$ cat src/design/pgp_defines.vh
// Constants for the multiplexed general-purpose pin port
`ifndef PGP_DEFINES_VH
`define PGP_DEFINES_VH

// ----------------------------------------------------------------------------
// Geometry
// ----------------------------------------------------------------------------
`define PGP_NPINS         7
`define PGP_W             8

// ----------------------------------------------------------------------------
// Reset values
// ----------------------------------------------------------------------------
`define PGP_RST_BYTE      8'h00
`define PGP_RST_PINS      7'h00

// ----------------------------------------------------------------------------
// Pull encoding (two bits per pin)
// ----------------------------------------------------------------------------
`define PGP_PULL_NONE     2'h0
`define PGP_PULL_DOWN     2'h1
`define PGP_PULL_UP       2'h2

// ----------------------------------------------------------------------------
// Alternative function codes per pin (three bits per pin)
// ----------------------------------------------------------------------------
`define PGP_ALT_W         3
`define PGP_ALT_0         3'h0
`define PGP_ALT_1         3'h1
`define PGP_ALT_2         3'h2
`define PGP_ALT_3         3'h3

// ----------------------------------------------------------------------------
// Pins in the I/O supply domain (pins 2 and 4)
// ----------------------------------------------------------------------------
`define PGP_IO_DOMAIN_MASK 7'h14

// ----------------------------------------------------------------------------
// Debounce timing
// ----------------------------------------------------------------------------
`define PGP_CLK_MHZ       250
`define PGP_DEBOUNCE_US   1
`define PGP_DEBOUNCE_CYC  (`PGP_DEBOUNCE_US * `PGP_CLK_MHZ)

`endif

$ cat src/design/pgp_port.v
// Seven-pin general-purpose port with alternative-function multiplexing
// ----------------------------------------------------------------------------
// Functional notes
// - Seven pins, each general-purpose or one of its alternative functions.
// - Pin 0 alternatives: power-down in, peripheral request b in, regulator enable a out.
// - Pin 1 alternatives: reset in, warm reset in, bus voltage sense, request a in.
// - Pin 2 alternatives: second serial data (bidirectional) and request b in.
// - Pin 3 alternatives: regulator enable a out and switcher sync in.
// - Pin 4 alternatives: regulator enable b out and second serial clock/select.
// - Pin 5 alternatives: power hold in and regulator enable c out.
// - Pin 6 alternatives: sleep request in, supplies valid out, regulator enable c.
// - Rising, falling or both edges raise per-line maskable interrupts.
// - No pin interrupt while its alternative function is selected.
// - Any general-purpose pin event can serve as a wake-up.
// - Pins 2 and 4 never request switch-on while in OFF mode.
// - Regulator enable outputs follow the power-up sequence step.
// - Two pad selection registers choose general-purpose or alternative per pin.
// - Direction register sets each pin input or output.
// - Input data register returns sampled level of input pins.
// - Output data register holds level driven on output pins.
// - Debounce register enables per-pin input debouncing.
// - Global control enables or disables all general-purpose pins.
// - Write-only set and clear registers affect only selected pins.
// - Pull registers set pull-up or pull-down; open-drain enabled per pin.
// - Alternative pins ignore general-purpose controls; use separate settings.
// - Separate rise and fall detect enables per line.
// - Masked lines record no event and assert no interrupt.
// ----------------------------------------------------------------------------
`timescale 1ns/100ps
`default_nettype none

module pgp_port (
  // Clock and reset
  input  wire        i_ref_clk,
  input  wire        i_reset,
  // General-purpose configuration
  input  wire [13:0] i_pad_function_select_a,
  input  wire [6:0]  i_pad_function_select_b,
  input  wire [6:0]  i_port_direction,
  input  wire [6:0]  i_port_debounce_enable,
  input  wire        i_port_global_enable,
  input  wire [7:0]  i_port_pull_config_a,
  input  wire [5:0]  i_port_pull_config_b,
  input  wire [6:0]  i_port_open_drain_enable,
  // Output data register access and input data readback
  input  wire        i_data_out_we,
  input  wire [6:0]  i_data_out_wdata,
  input  wire        i_set_we,
  input  wire [6:0]  i_set_mask,
  input  wire        i_clear_we,
  input  wire [6:0]  i_clear_mask,
  output wire [6:0]  o_data_out,
  output wire [6:0]  o_data_in,
  // Pin interrupt group
  input  wire [6:0]  i_pin_irq_rise_enable,
  input  wire [6:0]  i_pin_irq_fall_enable,
  input  wire [6:0]  i_pin_irq_mask,
  input  wire [6:0]  i_pin_irq_clear,
  output wire [6:0]  o_pin_irq_status,
  output wire        o_pin_irq,
  // Power state and wake
  input  wire        i_off_mode,
  output wire        o_wake_event,
  // Alternative function settings and sources
  input  wire [13:0] i_alt_pull_config,
  input  wire [6:0]  i_alt_open_drain_enable,
  input  wire [2:0]  i_seq_regen_step,
  input  wire        i_supplies_valid,
  input  wire        i_serial_data_out,
  input  wire        i_serial_data_oe,
  input  wire        i_serial_clk_cs_out,
  input  wire        i_serial_clk_cs_oe,
  // Alternative function inputs to the rest of the device
  output wire        o_power_down_in,
  output wire        o_periph_power_req_a,
  output wire        o_periph_power_req_b,
  output wire        o_reset_in,
  output wire        o_warm_reset_in_n,
  output wire        o_bus_voltage_detect,
  output wire        o_second_serial_data,
  output wire        o_second_serial_clk_cs,
  output wire        o_switcher_sync_in,
  output wire        o_power_hold_in,
  output wire        o_sleep_request_n,
  // Pads
  input  wire [6:0]  i_pad,
  output reg  [6:0]  o_pad,
  output reg  [6:0]  o_pad_oe,
  output reg  [13:0] o_pad_pull
);

`include "pgp_defines.vh"

  localparam integer DB_CYC_FULL = `PGP_DEBOUNCE_CYC;
  localparam [7:0]   DB_CYC      = DB_CYC_FULL[7:0];

  reg  [6:0]  data_out_q;
  reg  [6:0]  level_q;
  reg  [6:0]  status_q;
  reg  [6:0]  data_in_q;
  reg         wake_q;
  reg  [7:0]  div_q;
  reg         tick_q;
  reg  [6:0]  regen_q;
  wire [6:0]  level;
  wire [6:0]  gp_sel;
  wire [6:0]  gp_act;
  wire [6:0]  rise;
  wire [6:0]  fall;
  wire [6:0]  evt;
  wire [13:0] gp_pull;

  // ----------------------------------------------------------------------------
  // Pad function select: alt code zero means general-purpose
  // ----------------------------------------------------------------------------
  // Alt code per pin: select_a gives two bits, select_b the third
  wire [2:0] alt0 = {i_pad_function_select_b[0], i_pad_function_select_a[1:0]};
  wire [2:0] alt1 = {i_pad_function_select_b[1], i_pad_function_select_a[3:2]};
  wire [2:0] alt2 = {i_pad_function_select_b[2], i_pad_function_select_a[5:4]};
  wire [2:0] alt3 = {i_pad_function_select_b[3], i_pad_function_select_a[7:6]};
  wire [2:0] alt4 = {i_pad_function_select_b[4], i_pad_function_select_a[9:8]};
  wire [2:0] alt5 = {i_pad_function_select_b[5], i_pad_function_select_a[11:10]};
  wire [2:0] alt6 = {i_pad_function_select_b[6], i_pad_function_select_a[13:12]};

  assign gp_sel = {alt6 == `PGP_ALT_0, alt5 == `PGP_ALT_0, alt4 == `PGP_ALT_0,
                   alt3 == `PGP_ALT_0, alt2 == `PGP_ALT_0, alt1 == `PGP_ALT_0,
                   alt0 == `PGP_ALT_0};
  assign gp_act  = gp_sel & {7{i_port_global_enable}};
  assign gp_pull = {i_port_pull_config_b, i_port_pull_config_a};

  // ----------------------------------------------------------------------------
  // Debounce tick divider
  // ----------------------------------------------------------------------------
  always @(posedge i_ref_clk) begin
    if (i_reset) begin
      div_q  <= 8'h00;
      tick_q <= 1'b0;
    end else begin
      tick_q <= (div_q == DB_CYC - 8'h01);
      if (div_q == DB_CYC - 8'h01) begin
        div_q <= 8'h00;
      end else begin
        div_q <= div_q + 8'h01;
      end
    end
  end

  // ----------------------------------------------------------------------------
  // Per-pin input path
  // ----------------------------------------------------------------------------
  genvar g;
  generate
    for (g = 0; g < `PGP_NPINS; g = g + 1) begin : g_pin
      pgp_debounce u_db (
        .i_ref_clk (i_ref_clk),
        .i_reset   (i_reset),
        .i_tick    (tick_q),
        .i_enable  (i_port_debounce_enable[g] & gp_sel[g]),
        .i_pin     (i_pad[g]),
        .o_level   (level[g])
      );
    end
  endgenerate

  // ----------------------------------------------------------------------------
  // Edge detect, status, wake
  // ----------------------------------------------------------------------------
  assign rise = level & ~level_q & i_pin_irq_rise_enable;
  assign fall = ~level & level_q & i_pin_irq_fall_enable;
  // Masked or alternative lines see no event at all
  assign evt  = (rise | fall) & gp_act & ~i_pin_irq_mask & ~i_port_direction;

  always @(posedge i_ref_clk) begin
    if (i_reset) begin
      level_q   <= `PGP_RST_PINS;
      status_q  <= `PGP_RST_PINS;
      data_in_q <= `PGP_RST_PINS;
      wake_q    <= 1'b0;
    end else begin
      level_q   <= level;
      // New event wins over a clear in the same cycle
      status_q  <= (status_q & ~i_pin_irq_clear) | evt;
      data_in_q <= level & ~i_port_direction & gp_act;
      // I/O-domain pins cannot wake from OFF
      wake_q    <= |(evt & ~({7{i_off_mode}} & `PGP_IO_DOMAIN_MASK));
    end
  end

  assign o_pin_irq_status = status_q;
  assign o_pin_irq        = |status_q;
  assign o_wake_event     = wake_q;
  assign o_data_in        = data_in_q;
  assign o_data_out       = data_out_q;

  // ----------------------------------------------------------------------------
  // Output data register
  // ----------------------------------------------------------------------------
  always @(posedge i_ref_clk) begin
    if (i_reset) begin
      data_out_q <= `PGP_RST_PINS;
    end else begin
      if (i_data_out_we) begin
        data_out_q <= i_data_out_wdata;
      end else begin
        data_out_q <= (data_out_q | ({7{i_set_we}} & i_set_mask))
                      & ~({7{i_clear_we}} & i_clear_mask);
      end
    end
  end

  // ----------------------------------------------------------------------------
  // Regulator enables as sequencer steps
  // ----------------------------------------------------------------------------
  always @(posedge i_ref_clk) begin
    if (i_reset) begin
      regen_q <= `PGP_RST_PINS;
    end else begin
      regen_q <= {i_seq_regen_step[2], i_seq_regen_step[2], i_seq_regen_step[1],
                  i_seq_regen_step[0], 2'b00, i_seq_regen_step[0]};
    end
  end

  // ----------------------------------------------------------------------------
  // Alternative input routing (synchronised level, no debounce)
  // ----------------------------------------------------------------------------
  assign o_power_down_in        = (alt0 == `PGP_ALT_1) & level[0];
  assign o_periph_power_req_b   = ((alt0 == `PGP_ALT_2) & level[0])
                                | ((alt2 == `PGP_ALT_2) & level[2]);
  assign o_reset_in             = (alt1 == `PGP_ALT_1) & level[1];
  assign o_warm_reset_in_n      = ~((alt1 == `PGP_ALT_2) & ~level[1]);
  assign o_bus_voltage_detect   = (alt1 == `PGP_ALT_3) & level[1];
  assign o_periph_power_req_a   = (alt1 == 3'h4) & level[1];
  assign o_second_serial_data   = (alt2 == `PGP_ALT_1) & level[2];
  assign o_switcher_sync_in     = (alt3 == `PGP_ALT_2) & level[3];
  assign o_second_serial_clk_cs = (alt4 == `PGP_ALT_2) & level[4];
  assign o_power_hold_in        = (alt5 == `PGP_ALT_1) & level[5];
  assign o_sleep_request_n      = ~((alt6 == `PGP_ALT_1) & ~level[6]);

  // ----------------------------------------------------------------------------
  // Pad drive
  // ----------------------------------------------------------------------------
  reg [6:0] alt_val;
  reg [6:0] alt_oe;
  reg [6:0] drv;
  reg [6:0] den;
  integer   k;
  integer   n;

  always @* begin
    alt_val = 7'h00;
    alt_oe  = 7'h00;
    alt_val[0] = regen_q[0];
    alt_oe[0]  = (alt0 == `PGP_ALT_3);
    alt_val[2] = i_serial_data_out;
    alt_oe[2]  = (alt2 == `PGP_ALT_1) & i_serial_data_oe;
    alt_val[3] = regen_q[3];
    alt_oe[3]  = (alt3 == `PGP_ALT_1);
    alt_val[4] = (alt4 == `PGP_ALT_1) ? regen_q[4] : i_serial_clk_cs_out;
    alt_oe[4]  = (alt4 == `PGP_ALT_1) | ((alt4 == `PGP_ALT_2) & i_serial_clk_cs_oe);
    alt_val[5] = regen_q[5];
    alt_oe[5]  = (alt5 == `PGP_ALT_2);
    alt_val[6] = (alt6 == `PGP_ALT_2) ? i_supplies_valid : regen_q[6];
    alt_oe[6]  = (alt6 == `PGP_ALT_2) | (alt6 == `PGP_ALT_3);
    for (k = 0; k < `PGP_NPINS; k = k + 1) begin
      drv[k] = gp_sel[k] ? data_out_q[k] : alt_val[k];
      den[k] = gp_sel[k] ? (gp_act[k] & i_port_direction[k]) : alt_oe[k];
    end
  end

  always @(posedge i_ref_clk) begin
    if (i_reset) begin
      o_pad      <= `PGP_RST_PINS;
      o_pad_oe   <= `PGP_RST_PINS;
      o_pad_pull <= 14'h0000;
    end else begin
      for (n = 0; n < `PGP_NPINS; n = n + 1) begin
        // Open drain: drive 0 only, release for 1
        if (gp_sel[n] ? i_port_open_drain_enable[n] : i_alt_open_drain_enable[n]) begin
          o_pad[n]    <= 1'b0;
          o_pad_oe[n] <= den[n] & ~drv[n];
        end else begin
          o_pad[n]    <= drv[n];
          o_pad_oe[n] <= den[n];
        end
      end
      // Each line keeps its own pull, whatever the others hold
      o_pad_pull <= pull_mux(gp_sel, gp_pull, i_alt_pull_config);
    end
  end

  function [13:0] pull_mux;
    input [6:0]  sel;
    input [13:0] gp;
    input [13:0] alt;
    integer      j;
    begin
      for (j = 0; j < 7; j = j + 1) begin
        pull_mux[2*j +: 2] = sel[j] ? gp[2*j +: 2] : alt[2*j +: 2];
      end
    end
  endfunction

endmodule // pgp_port

`default_nettype wire

$ cat src/design/pgp_debounce.v
// Per-pin synchroniser and optional debounce filter
`timescale 1ns/100ps
`default_nettype none

module pgp_debounce (
  // Clock and reset
  input  wire       i_ref_clk,
  input  wire       i_reset,
  // Control
  input  wire       i_tick,
  input  wire       i_enable,
  // Pin
  input  wire       i_pin,
  output wire       o_level
);

`include "pgp_defines.vh"

  reg        sync1_q;
  reg        sync2_q;
  reg        stable_q;
  reg  [1:0] cnt_q;

  assign o_level = i_enable ? stable_q : sync2_q;

  // ----------------------------------------------------------------------------
  // Sync and filter
  // ----------------------------------------------------------------------------
  always @(posedge i_ref_clk) begin
    if (i_reset) begin
      sync1_q  <= 1'b0;
      sync2_q  <= 1'b0;
      stable_q <= 1'b0;
      cnt_q    <= 2'h0;
    end else begin
      sync1_q <= i_pin;
      sync2_q <= sync1_q;
      // Level must hold over four ticks before it is accepted
      if (sync2_q == stable_q) begin
        cnt_q <= 2'h0;
      end else if (i_tick) begin
        if (cnt_q == 2'h3) begin
          stable_q <= sync2_q;
          cnt_q    <= 2'h0;
        end else begin
          cnt_q <= cnt_q + 2'h1;
        end
      end
    end
  end

endmodule // pgp_debounce

`default_nettype wire

$ cat config.mk
export PLATFORM = sky130hd
export DESIGN_NAME = pgp_port
export DESIGN_NICKNAME = d
export VERILOG_FILES = /design/src/design/pgp_port.v /design/src/design/pgp_debounce.v
export VERILOG_INCLUDE_DIRS = /design/src /design/src/design
export SDC_FILE = /design/constraint.sdc
export NUM_CORES = 1
export LEC_CHECK = 0
export ABC_CLOCK_PERIOD_IN_PS = 3000
export BUFFER_PORTS_ARGS = -buffer_cell sky130_fd_sc_hd__buf_2
export CAP_MARGIN = 20
export CORE_MARGIN = 3
export CORE_UTILIZATION = 35
export DETAILED_ROUTE_END_ITERATION = 16
export PLACE_DENSITY = 0.69
export SYNTH_ARGS = -nofsm -noshare
export SYNTH_HDL_FRONTEND = slang
export SYNTH_HIERARCHICAL = 1
export SYNTH_SLANG_ARGS = --single-unit
$ cat constraint.sdc
create_clock -name i_ref_clk -period 3 [get_ports i_ref_clk]
set_input_delay 0.3 -clock i_ref_clk [delete_from_list [all_inputs] [get_ports i_ref_clk]]
set_output_delay 0.3 -clock i_ref_clk [all_outputs]
set_load 0.005 [all_outputs]
Word-level counts from Yosys, hierarchy flattened
Cells that the tools add are included.

Register bits after elaboration: 105. Bits of input ports: 148. Output and inout bits: 62. Word-level logic and storage cells: 250.

Add/subtract/negate cells: 8. Equality and inequality tests: 33. Mux-type cells: 52. Bitwise operators: 81. Reduce and logical (&&, ||, !) cells: 31.

Operator list (number): 7-bit AND (15); 7-bit inverter (6); 1-bit two-way mux (37); 1-bit AND (35); 3-bit by 2-bit equality test with 1-bit output, second input constant (10); 2-bit OR reduction (15); 2-bit two-way mux (14); 3-bit by 1-bit equality test with 1-bit output, second input constant (7); 3-bit logical NOT (7); 7-bit OR (3); 3-bit AND reduction (7); 1-bit inverter (18); 2-bit by 1-bit adder with 2-bit output, second input constant (7); 2-bit equality test, second input constant (7); 7-bit OR reduction (2); 8-bit by 1-bit adder with 8-bit output, second input constant (1); 8-bit equality test, second input constant (1); 1-bit equality test (7); 7-bit two-way mux (1); 5-bit inverter with 7-bit output (1); 3-bit equality test, second input constant (1); 1-bit OR (3).

Longest topological paths before layout
Depth after elaboration: 12. Mapped depth: 8. Mapped depth without buffers: 7.

Cells and area by module
The synthesis kept the hierarchy.

By module, submodules not included: pgp_port (instances 1, cells an instance 348, area each 3108.0 um^2, sequential area each 1381.3 um^2); pgp_debounce (instances 7, cells an instance 18, area each 207.7 um^2, sequential area each 100.1 um^2).

Least setup slack after synthesis
No wires, ideal clock.

Path type: input-to-output. Start point: input port i_pad_function_select_a[3]. End point: output port o_warm_reset_in_n. Data arrival time: 1901 ps. Data required time: 2700 ps. Setup slack: 799 ps. Stages: 5. Path buffers: 1. Cell sequence: or3_1 > buf_2 > nor2_1 > mux2_2 > or4b_2.

Word-level cells in the longest chain between the ends: 6. Elaborated cells between the ends (all ways): 7. Those cells by class: eq/ne: 1; mux: 1; bitwise: 4; reduce/logical: 1.

RTL lines: from (decl) (RTL line pgp_port.v:37) `input wire [13:0] i_pad_function_select_a,`; 3-bit logical NOT (no line); 1-bit AND (RTL line pgp_port.v:158) `.i_enable (i_port_debounce_enable[g] & gp_sel[g]),`; 1-bit two-way mux (RTL line pgp_debounce.v:24) `assign o_level = i_enable ? stable_q : sync2_q;`; net level[1] (RTL line pgp_port.v:105) `wire [6:0] level;`; 1-bit inverter (RTL line pgp_port.v:230) `` assign o_warm_reset_in_n = ~((alt1 == `PGP_ALT_2) & ~level[1]); ``; 1-bit AND (RTL line pgp_port.v:230); 1-bit inverter (RTL line pgp_port.v:230); to (decl) (RTL line pgp_port.v:78) `output wire o_warm_reset_in_n,`.

The timed path passes the listed nets, and every way through them passes these cells.

Worst setup path in the final report
Same ends and word-level chain as after synthesis.

==> reports/metrics.cfg <==
[status]
status=finished clean

[sta]
tns_ns=0
period_needed_ns=2.57
clock_skew_ns=0.00433
max-slew-margin-rel_pct=62.1
fmax_mhz=389
grt_setup_unrepaired=false
min_period_over_period_pct=85.7
drv_slew=0
setup_violations=0
hold_viol=0
worst-slew-pin-transition_ns=0.568

[placement]
place.gp.congestion=0.812
dp_hpwl_mm=10.0
port_buffers=208

[setup_path]
cpMostUsedCell=buf_2
critPathKind=in2out
critPathBufInv=2
crit_slowest_cell=or4b_2
reg2reg_to=g_pin[1].u_db/cnt_q[0]
crit_chain=buf_2, or3_1, nor2_1, mux2_2, or4b_2, buf_2
worst-path-stages=6
cpLargestDelayFamily=simple AND/OR/NAND/NOR gates
crit_path_end_kind=output port
worstPathRequired_ns=2.70
rrSetupSlack_ns=1.33
crit_path_start=i_pad_function_select_a[3]
arrival_ns=2.27
critPathMaxFanout=8
max_stage_delay_ns=0.61
r2r-start=tick_q
r2r_cells=3
worstSetupEndpoint=o_warm_reset_in_n
setup.worst_path.start_class=input pin

[synth]
synth_fa_ha_area_share_pct=2.47
synth-xor-area-share_pct=2.11
yosys.area_share.simple_pct=27.9
synthesis.area_sq_um=4560
synth_compound_area_share_pct=14.8
synth_area_leader_cell=dfxtp_1
synth.top_cells.by_count=dfxtp_1 (104), a21oi_1 (48), nand2_1 (44), nor2_1 (26), nor2b_1 (23)
avgSynthCellArea_sq_um=9.62
synth_nets=631
yosysMostFrequentCell=dfxtp_1
synthTopCellsByArea=dfxtp_1 (46%), a21oi_1 (5.3%), nand2_1 (3.6%), nor2b_1 (3.2%), mux2i_1 (3.1%)
synth_top_area_share_pct=45.6
yosys_warnings=6
netlist_instances=474
synthArstFlopShare_pct=0
ys.flop_type=dfxtp_1
synth.distinct_cells=49
synth-seq-area-share_pct=45.6
synth_top_family_by_area=simple AND/OR/NAND/NOR gates
muxShareOfSynthArea_pct=5.05
ys_ff_latch=104
synth_edf_count=0

[clock_tree]
cts.clk_slew.worst_paths_ns=0.07
cts_buffers=9
clkLatencyLatePin_ns=0.35
cts_hold_buf=0
cts_setup_buffers=0
cts_root_buf=clkbuf_16
cts_tree=done
cts_resized=0
cts_max_level=3
cts_buffer_depth=2
cts_sinks=104

[grt]
grt_pass1_vias=4212
grt_pass1_wl_mm=19.9
grt_use_total_pct=17.4
antenna_found_initial=1
grt_max_degree=89
overflow=0

[drt]
ant_nets=0
drt_iter0_markers=149
wirelength_mm=12.9
viasPerCell=4.97
firstDrtPassIters=4
vias=4280
drc_errors=0
wl_per_cell_um=15.0

[floorplan]
die_x_um=120
die-area_sq_um=14400
io_pins=210
start_util_pct=36.0
coreArea_sq_um=12700
row_count=41
die_h_um=120

[final_layout]
fillers=1223
area_delta_synth_final_pct=33.6
drive_above_1_share_pct=38.0
layout.nets=841

[min_path]
hp-class=in2reg

[pwr]
power_w=0.00291
p_leak_nw=2.61
p_per_area_nw_per_um2=478
ir_worst_vdd_uv=294

[run]
cap_violations=0

==> placed cells by master (no fill, tap or decap), drive strengths merged, types with 2 or more instances in the layout <==
| cell type | instances |
|---|---|
| or4bb | 2 |
| a41oi | 2 |
| clkbuf | 10 |
| nand2b | 15 |
| and3 | 3 |
| mux2i | 14 |
| o21ai | 8 |
| nor3 | 21 |
| ha | 9 |
| a21oi | 48 |
| nor3b | 2 |
| or3 | 8 |
| a21bo | 7 |
| buf | 212 |
| nand3b | 18 |
| nor4 | 5 |
| nor4b | 11 |
| xnor2 | 8 |
| and2 | 6 |
| nor2b | 23 |
| nand3 | 18 |
| nor2 | 26 |
| clkinv | 3 |
| dfxtp | 104 |
| nand2 | 44 |
| xor2 | 3 |
| and4bb | 2 |
| clkinvlp | 2 |
| inv | 8 |
| mux2 | 8 |
| a2111oi | 5 |
| a211oi | 15 |
| or3b | 7 |
==> state kept, by name, indices dropped and copies added, names as in the netlist <==
signal and flops:
g_pin.u_db/cnt_q 14, o_data_in 7, g_pin.u_db/sync2_q 7, div_q 8, o_pad_oe 7, g_pin.u_db/stable_q 7
tick_q 1, o_data_out 7, o_wake_event 1, regen_q 3, g_pin.u_db/sync1_q 7, o_pad_pull 14
o_pad 7, level_q 7, o_pin_irq_status 7
==> cells by family (layout without fill, tap and decap cells) <==
| logic type | count (synthesis) | count (layout) |
|---|---|---|
| simple gates | 217 | 217 |
| compound gates | 90 | 90 |
| flops | 104 | 104 |
| mux | 22 | 22 |
| xor+xnor | 11 | 11 |
| buf+inv | 21 | 236 |
| fa+ha+maj | 9 | 9 |
| other cells | 0 | 1 |
==> where the power goes <==
| group | internal [W] | switching, W |
|---|---|---|
| logic | 0.000151 | 0.000152 |
| clock network | 0.000643 | 0.000520 |
| registers | 0.00142 | 0.0000245 |
==> metal layers <==
| metal | share of wire (%) | vias up | GRT usage (%) |
|---|---|---|---|
| met5 | 0.13 | - | 0 |
| met4 | 2.6 | 2 | 7.37 |
| met3 | 7.8 | 29 | 5.09 |
| met2 | 48 | 160 | 30.3 |
| met1 | 42 | 1956 | 19.8 |
| li1 | - | 2133 | - |
==> worst register-to-register path, cell delays in order, from the launching register on <==
cell and delay, ns:
dfxtp_1 0.68, buf_4 0.35, or3b_1 0.40, a211oi_2 0.17
==> cell type report <==
type | instances | area, sq um | share of cell area [%]
Antenna cell | 1 | 2.50 | 0.0411
Clock buffer | 10 | 229 | 3.76
Multi-Input combinational cell | 349 | 2390 | 39.2
Timing Repair Buffer | 212 | 1090 | 17.8
Clock inverter | 6 | 60.1 | 0.986
Tap cell | 172 | 215 | 3.53
Sequential cell | 104 | 2080 | 34.2
Inverter | 8 | 30.0 | 0.493
==> worst min-delay path by stage <==
| stage | from | endpoint | cells past startpoint |
|---|---|---|---|
| finish | i_port_open_drain_enable[1] | o_pad[1] | 2 |
| global route | i_port_open_drain_enable[1] | o_pad[1] | 2 |
| CTS | i_port_open_drain_enable[1] | o_pad[1] | 2 |
| detailed placement | g_pin[1].u_db/sync1_q | g_pin[1].u_db/sync2_q | 1 |
| global placement | g_pin[0].u_db/sync1_q | g_pin[0].u_db/sync2_q | 1 |
| floorplan | i_reset | g_pin[0].u_db/stable_q | 1 |
==> metrics by stage <==
step,hold slack [ns],instances,utilization [%],area [sq um],setup slack (ns)
finish,0.131,862,48.1,6090,0.428
global route,0.130,861,48.1,6090,0.340
CTS,0.122,861,48.1,6090,0.426
detailed placement,0.426,845,45.8,5800,0.431
global placement,0.428,845,45.8,5800,0.481
floorplan,0.369,474,-,4560,0.799
(Power assumes the default switching activity.)
